<file path="src/hdl/gsr_pkg.sv">
/*
 Shared constants and carrier types for the gauge status readout block.
 Assumes a single 100 MHz clock domain and a synchronous active-high reset.
*/
package gsr_pkg;

    // Status select field codes, bits 3:0 map to command bits 11:8
    localparam logic [3:0] GSR_SEL_DEVICE = 4'h0;
    localparam logic [3:0] GSR_SEL_ACCUM = 4'h8;
    localparam logic [3:0] GSR_SEL_POS0 = 4'hc;
    localparam int GSR_SEL_TOP = 3;
    localparam int GSR_SEL_NEXT = 2;
    localparam int GSR_SEL_LOW = 1;
    localparam int GSR_SEL_BIT0 = 0;

    // Word geometry
    localparam int GSR_WORD_W = 16;
    localparam int GSR_ACC_W = 15;
    localparam int GSR_POS_W = 12;
    localparam int GSR_FRAME_W = 16;
    localparam logic [14:0] GSR_ACC_RESET = 15'h0000;
    localparam logic [11:0] GSR_POS_RESET = 12'h000;

    // Field positions of the command word carried on the shift input
    localparam int GSR_CMD_SEL_HI = 11;
    localparam int GSR_CMD_SEL_LO = 8;

    // Per-gauge live state from the motion logic
    typedef struct packed {
        logic heading;
        logic zeroEnd;
        logic offTarget;
        logic headingVsTarget;
        logic enabled;
        logic homingReq;
        logic homingOff;
        logic zeroFound;
        logic overTemp;
        logic reEnable;
        logic [11:0] location;
    } gsr_gauge_t;

    // Supply and clock monitors
    typedef struct packed {
        logic supplyHigh;
        logic supplyLow;
        logic trimFault;
    } gsr_monitor_t;

    // Serial frame events from the shift logic
    typedef struct packed {
        logic frameStart;
        logic frameEnd;
        logic [5:0] bitCount;
        logic [15:0] cmdWord;
        logic cmdIsConfig;
    } gsr_frame_t;

    // Shift control states
    typedef enum logic [1:0] {
        GSR_IDLE = 2'b00,
        GSR_SHIFT = 2'b01,
        GSR_CLOSE = 2'b10
    } gsr_state_t;

endpackage

</file>
<file path="src/hdl/gsr_flag_latch.sv">
/*
 Sticky flag with set-over-clear priority, one per latched status bit except the homing bits.
 Assumes set and clear are single-clock synchronous strobes.
*/
`timescale 1ns/1ps
`default_nettype none
module gsr_flag_latch (
    input wire logic mclk,
    input wire logic rst,
    input wire logic setIn,
    input wire logic clearIn,
    output logic flag
);
    import gsr_pkg::*;

    // Set wins so an event in the clear cycle is not lost
    always_ff @(posedge mclk) begin
        if (rst) begin
            flag <= 1'b0;
        end else if (setIn) begin
            flag <= 1'b1;
        end else if (clearIn) begin
            flag <= 1'b0;
        end
    end
endmodule
`default_nettype wire

</file>
<file path="src/hdl/gsr_status_readout.sv">
/*
 Status word selection, assembly and shift-out for a dual gauge driver.
 Assumes the serial front end delivers frame start and end strobes,
 bit counts and command words on mclk, and that motion, homing
 integrator and monitor units present their state on mclk.
*/
`timescale 1ns/1ps
`default_nettype none
module gsr_status_readout #(
    parameter int WORD_W = 16
) (
    input wire logic mclk,
    input wire logic rst,
    input wire gsr_pkg::gsr_frame_t frame,
    input wire logic shiftStrobe,
    input wire gsr_pkg::gsr_gauge_t gauge0,
    input wire gsr_pkg::gsr_gauge_t gauge1,
    input wire gsr_pkg::gsr_monitor_t monitor,
    input wire logic integratorValid,
    input wire logic [14:0] integratorValue,
    output logic serialOut,
    output logic serialOutEn_n,
    output logic driverDisable,
    output logic [1:0] gaugeDisable
);
    import gsr_pkg::*;

    ////////////////////////////////////////////////////////////////////////
    // Frame qualification and selection

    logic validFrame;
    logic [3:0] select_reg;
    logic [3:0] sentSelect_reg;
    gsr_state_t state_reg;
    gsr_state_t state_next;
    logic [WORD_W-1:0] shift_reg;

    // Length must be non-zero and a whole number of words
    assign validFrame = frame.frameEnd && (frame.bitCount != 6'h00) &&
        (frame.bitCount[3:0] == 4'h0);

    // Select field only moves on a valid config write
    always_ff @(posedge mclk) begin
        if (rst) begin
            select_reg <= GSR_SEL_DEVICE;
        end else if (validFrame && frame.cmdIsConfig) begin
            select_reg <= frame.cmdWord[GSR_CMD_SEL_HI:GSR_CMD_SEL_LO];
        end
    end

    ////////////////////////////////////////////////////////////////////////
    // Latched fault and event flags

    logic ovFlag;
    logic uvFlag;
    logic anyFlag;
    logic [1:0] movFlag;
    logic [1:0] otFlag;
    logic [1:0] homFlag;
    logic [1:0] zeroSeen_reg;
    logic [11:0] lastLoc0_reg;
    logic [11:0] lastLoc1_reg;
    logic faultClear;
    logic msgEnd;
    logic [1:0] locMoved;

    // Supply faults clear only after the device word went out in a valid frame
    assign faultClear = validFrame && (sentSelect_reg[GSR_SEL_TOP] == 1'b0);
    assign msgEnd = validFrame;
    assign locMoved[0] = gauge0.location != lastLoc0_reg;
    assign locMoved[1] = gauge1.location != lastLoc1_reg;

    gsr_flag_latch uOv (
        .mclk(mclk),
        .rst(rst),
        .setIn(monitor.supplyHigh),
        .clearIn(faultClear),
        .flag(ovFlag)
    );

    gsr_flag_latch uUv (
        .mclk(mclk),
        .rst(rst),
        .setIn(monitor.supplyLow),
        .clearIn(faultClear),
        .flag(uvFlag)
    );

    gsr_flag_latch uAny (
        .mclk(mclk),
        .rst(rst),
        .setIn(monitor.supplyHigh | monitor.supplyLow),
        .clearIn(faultClear),
        .flag(anyFlag)
    );

    // Per-gauge motion, homing and thermal flags
    genvar g;
    generate
        for (g = 0; g < 2; g++) begin : gGauge
            gsr_gauge_t gs;
            assign gs = (g == 0) ? gauge0 : gauge1;

            gsr_flag_latch uMov (
                .mclk(mclk),
                .rst(rst),
                .setIn(locMoved[g]),
                .clearIn(msgEnd),
                .flag(movFlag[g])
            );

            // Thermal flag holds until the gauge is re-enabled
            gsr_flag_latch uOt (
                .mclk(mclk),
                .rst(rst),
                .setIn(gs.overTemp),
                .clearIn(gs.reEnable),
                .flag(otFlag[g])
            );

            // Zero seen, then the next message ends homing
            always_ff @(posedge mclk) begin
                if (rst) begin
                    homFlag[g] <= 1'b0;
                    zeroSeen_reg[g] <= 1'b0;
                end else if (gs.homingReq) begin
                    homFlag[g] <= 1'b1;
                    zeroSeen_reg[g] <= 1'b0;
                end else if (gs.homingOff) begin
                    homFlag[g] <= 1'b0;
                    zeroSeen_reg[g] <= 1'b0;
                end else if (zeroSeen_reg[g] && msgEnd) begin
                    homFlag[g] <= 1'b0;
                    zeroSeen_reg[g] <= 1'b0;
                end else if (gs.zeroFound && homFlag[g]) begin
                    zeroSeen_reg[g] <= 1'b1;
                end
            end
        end
    endgenerate

    // Reference location for motion detection, rebased per message
    always_ff @(posedge mclk) begin
        if (rst) begin
            lastLoc0_reg <= GSR_POS_RESET;
            lastLoc1_reg <= GSR_POS_RESET;
        end else if (msgEnd) begin
            lastLoc0_reg <= gauge0.location;
            lastLoc1_reg <= gauge1.location;
        end
    end

    ////////////////////////////////////////////////////////////////////////
    // Homing integrator capture

    logic [GSR_ACC_W-1:0] acc_reg;

    // Last result stays once homing stops; only reset zeroes it
    always_ff @(posedge mclk) begin
        if (rst) begin
            acc_reg <= GSR_ACC_RESET;
        end else if (integratorValid) begin
            acc_reg <= integratorValue;
        end
    end

    ////////////////////////////////////////////////////////////////////////
    // Word assembly

    logic [WORD_W-1:0] devWord;
    logic [WORD_W-1:0] accWord;
    logic [WORD_W-1:0] posWord;
    logic [WORD_W-1:0] selWord;

    // Device status word
    assign devWord = {
        gauge1.heading, gauge0.heading,
        gauge1.zeroEnd, gauge0.zeroEnd,
        gauge1.offTarget, gauge0.offTarget,
        ovFlag, uvFlag,
        monitor.trimFault,
        anyFlag,
        movFlag[1], movFlag[0],
        homFlag[1], homFlag[0],
        otFlag[1], otFlag[0]
    };

    // Integrator word, sign of value sits just under the homing bit
    assign accWord = {homFlag[0], acc_reg};

    // Location read live; the load at chip select fall freezes it
    assign posWord = {gauge0.enabled, gauge0.heading,
        gauge0.headingVsTarget, gauge0.offTarget, gauge0.location};

    // Select decode; codes 9 to 11 also give the integrator word, other unused codes the device word
    always_comb begin
        if (select_reg[GSR_SEL_TOP] == 1'b0) begin
            selWord = devWord;
        end else if (select_reg[GSR_SEL_NEXT] == 1'b0) begin
            selWord = accWord;
        end else if (select_reg == GSR_SEL_POS0) begin
            selWord = posWord;
        end else begin
            selWord = devWord;
        end
    end

    ////////////////////////////////////////////////////////////////////////
    // Shift control

    // Next state from frame strobes
    always_comb begin
        case (state_reg)
            GSR_IDLE: begin
                state_next = frame.frameStart ? GSR_SHIFT : GSR_IDLE;
            end
            GSR_SHIFT: begin
                state_next = frame.frameEnd ? GSR_CLOSE : GSR_SHIFT;
            end
            GSR_CLOSE: begin
                state_next = GSR_IDLE;
            end
            default: begin
                state_next = GSR_IDLE;
            end
        endcase
    end

    always_ff @(posedge mclk) begin
        if (rst) begin
            state_reg <= GSR_IDLE;
        end else begin
            state_reg <= state_next;
        end
    end

    // Load at chip select fall, then MSB first, refilling from input
    always_ff @(posedge mclk) begin
        if (rst) begin
            shift_reg <= '0;
            sentSelect_reg <= GSR_SEL_DEVICE;
        end else if (frame.frameStart) begin
            shift_reg <= selWord;
            sentSelect_reg <= select_reg;
        end else if (state_reg == GSR_SHIFT && shiftStrobe) begin
            shift_reg <= {shift_reg[WORD_W-2:0], frame.cmdWord[0]};
        end
    end

    // Pin driven from registers only; released between frames
    always_ff @(posedge mclk) begin
        if (rst) begin
            serialOut <= 1'b0;
            serialOutEn_n <= 1'b1;
        end else begin
            serialOut <= frame.frameStart ? selWord[WORD_W-1] :
                (shiftStrobe ? shift_reg[WORD_W-2] : serialOut);
            serialOutEn_n <= !(state_next == GSR_SHIFT);
        end
    end

    ////////////////////////////////////////////////////////////////////////
    // Driver shutdowns

    // Overvoltage stops all coils; thermal stops the one gauge
    always_ff @(posedge mclk) begin
        if (rst) begin
            driverDisable <= 1'b0;
            gaugeDisable <= 2'b00;
        end else begin
            driverDisable <= ovFlag | monitor.supplyHigh;
            gaugeDisable <= otFlag |
                {gauge1.overTemp, gauge0.overTemp};
        end
    end
endmodule
`default_nettype wire

</file>
<file path="config.mk">
export PLATFORM = sky130hd
export DESIGN_NAME = gsr_status_readout
export DESIGN_NICKNAME = d
export VERILOG_FILES = /design/src/hdl/gsr_pkg.sv /design/src/hdl/gsr_flag_latch.sv /design/src/hdl/gsr_status_readout.sv
export SDC_FILE = /design/constraint.sdc
export NUM_CORES = 1
export LEC_CHECK = 0
export BUFFER_PORTS_ARGS = -buffer_cell sky130_fd_sc_hd__buf_2
export CORE_ASPECT_RATIO = 2
export CORE_UTILIZATION = 25
export DETAILED_ROUTE_END_ITERATION = 10
export PLACE_DENSITY_LB_ADDON = 0.1
export SYNTH_ARGS = -nofsm -noshare
export SYNTH_HDL_FRONTEND = slang
export SYNTH_SLANG_ARGS = --single-unit
</file>
<file path="constraint.sdc">
create_clock -name mclk -period 2.5 [get_ports mclk]
set_input_delay 0.25 -clock mclk [delete_from_list [all_inputs] [get_ports mclk]]
set_output_delay 0.25 -clock mclk [all_outputs]
set_load 0.01 [all_outputs]
</file>
==> impl_metrics.toml <==
[setup_path]
worstPathCellList = "buf_4 -> nand3b_1 -> a31o_2 -> a311oi_1"
ff2ff_path_depth = 4
slowest_stage = "dfxtp_1"
path_max_fanout = 25
critPathRequiredTime_ns = 2.75
worstSetupPathType = "reg -> reg"
slowest_delay_ns = 0.51
r2r_end = "shift_reg[4]"
cp.arrival_ns = 1.82
cp-end-kind = "flip-flop"
timing.rr.start = "select_reg[3]"
reg2reg_slack_ns = 0.93
start_kind = "flip-flop"

[pwr]
p_per_area_nw_per_um2 = 651
peakVddDrop_mv = 0.371
p_leak_nw = 1.87

[min_path]
timing.hold.worst_path_depth = 2
hold_start = "gauge1[15]"
hold_path.class = "in -> reg"
min_to = "zeroSeen_reg[1]"

[final_layout]
post-route-util_pct = 31.7
area_growth_pct = 23.1
nNetsFinal = 607
drive_above_1_share_pct = 24.6
finalInstanceArea_um2 = 4750
diodes = 0

[synthesis]
async_flop_share_pct = 0
syn_area_per_cell_um2 = 8.49
synth_edf_count = 0
syn-num-nets = 546
synthDistinctLibCells = 43
ys_seq_elements = 77
syn-cell-area_um2 = 3860
synth-seq-area-share_pct = 39.9
ys.warnings.count = 0
synth_ff_type = "dfxtp_1"
syn_inst = 455

[clocking]
cts_tree = "done"
clk_latency_ns = 0.34
ctsHoldBuffers = 0
htree_levels = 3
path_clk_slew_ns = 0.06
post_cts_buffers = 0
clock-root-buffer = "clkbuf_16"
cts_repair_resize_count = 0
clock_path_buffers = 2
cts_buffers = 9
clkSinkCount = 77

[placed_design]
hpwl_um = 8680
finalWeightedCongestion = 0.746
postPlaceCellArea_um2 = 4430
io_buffer_count = 82
pre_cts_ws_ns = 0.836

[timing]
finClkSkew_ns = 0.00866
setup_viol = 0
relSlewSlack_pct = 53.3
fin_crit_ns = 1.57
rsz0062_at_grt = "false"
setup_tns_ns = 0
drv_slew = 0
fmax_mhz = 636
min_period_over_period_pct = 62.9
layout_setup_ws_ns = 0.929
tightest_slew_ns = 0.701
hold_viol = 0

[route]
dr.pass1.iters = 4
antenna_left = 0
vias = 3550
vias_per_cell = 4.96
drcViolationCount = 0
routed_wl_um = 12000
post_drt_wl_per_cell_um = 16.7
drt_iter0_drc = 132

[global_routing]
grt_start_max_net_pins = 40
overflow = 0
grt_pass1_wl_um = 19300
antenna_found_initial = 0
grt_usage_pct = 15.5
grt_pass1_vias = 3603

[floorplanning]
die_h_um = 178
die_w_um = 89.9
start_util_pct = 25.8
core_um2 = 15000
dieArea_um2 = 16000
ios = 96
rows = 63

[job]
maxCapViolations = 0

[outcome]
status = "finished, final reports clean"
-- final cells by class --
class / instances / area (µm²)
timing repair buffer: 93 / 493
sequential: 77 / 1540
inverter: 7 / 26.3
tap: 195 / 244
clock inverter: 5 / 83.8
clock buffer: 11 / 243
fill: 1640 / 10200
multi-input combinational: 328 / 2120
-- cell usage after synthesis, drive strengths merged, types with 4 or more instances --
cell type	count	area [µm²]
nand2b	13	81.3
nor2	36	135
inv	7	26.3
nand3	24	120
nor3b	14	105
nor3	17	85.1
o31ai	6	45.0
nand4	4	25.0
nor4	7	43.8
nand3b	14	105
clkbuf	28	109
a21o	4	30.0
a31o	12	105
a21oi	31	155
o21ai	48	240
mux2i	17	170
buf	15	73.8
dfxtp	77	1540
o21a	14	105
xor2	24	210
a311oi	14	123
-- power breakdown --
part / leakage, nW / total, mW / switching (mW) / internal [mW]
Combinational: 1.08 / 0.343 / 0.191 / 0.152
Clock: 0.152 / 1.43 / 0.526 / 0.904
Sequential: 0.632 / 1.32 / 0.0365 / 1.29
Total: 1.87 / 3.09 / 0.753 / 2.34
-- critical path: cells and delay by family, from the launching register on --
family	cells	cell delay [ns]
buffers and inverters	1	0.34
AOI/OAI and AO/OA	2	0.49
DFF	1	0.51
and+or+nand+nor	1	0.14
-- cells by family after synthesis --
group,Yosys count,share of synthesized area (%)
AO/OA/AOI/OAI,143,23.9
flip-flops,77,39.9
multiplexers,17,4.41
buffers and inverters,50,5.41
AND/OR/NAND/NOR,144,20.9
XOR/XNOR,24,5.44
-- metal layers --
metal  vias to the layer above  GRT usage, %  part of all wire [%]  routed length (µm)
met4                         0          6.32                   1.6                 195
met5                         -             0                     0                   0
met1                      1692          16.6                    40                4760
met3                        11          2.96                   3.4                 412
li1                       1778             -                     -                   -
met2                        69          29.6                    55                6600
-- layout by cell type, fill, tap and decap left out, types with 6 or more instances in the layout --
cell type  instances
a21oi_1           31
a311oi_1          14
a31o_2            12
buf_2             82
buf_4             11
clkbuf_16          9
dfxtp_1           77
inv_1              7
mux2i_1           17
nand2b_1          13
nand3_1           24
nand3b_1          14
nor2_1            36
nor3_1            17
nor3b_1           14
nor4_1             7
o21a_1            14
o21ai_0           45
o31ai_1            6
xor2_1            24
-- stage by stage --
step | power (mW) | hold slack (ns) | std cells
after floorplan | 1.54 | 0.339 | 455
after CTS | 3.15 | 0.0929 | 716
after detailed placement | 1.70 | 0.458 | 700
after global routing | 3.24 | 0.104 | 716
final | 3.09 | 0.103 | 716
after global placement | 1.70 | 0.440 | 700
-- how the worst max path moves through the flow --
stage | startpoint | end | slack [ns] | cells past startpoint
after floorplan | frame[18] | select_reg[1] | 1.04 | 5
after global placement | frame[18] | uUv.flag | 0.85 | 5
after detailed placement | frame[18] | uUv.flag | 0.84 | 5
after CTS | select_reg[3] | shift_reg[1] | 0.93 | 3
after global routing | select_reg[3] | shift_reg[9] | 0.83 | 3
final | select_reg[3] | shift_reg[4] | 0.93 | 4
(Power assumes the default switching activity.)
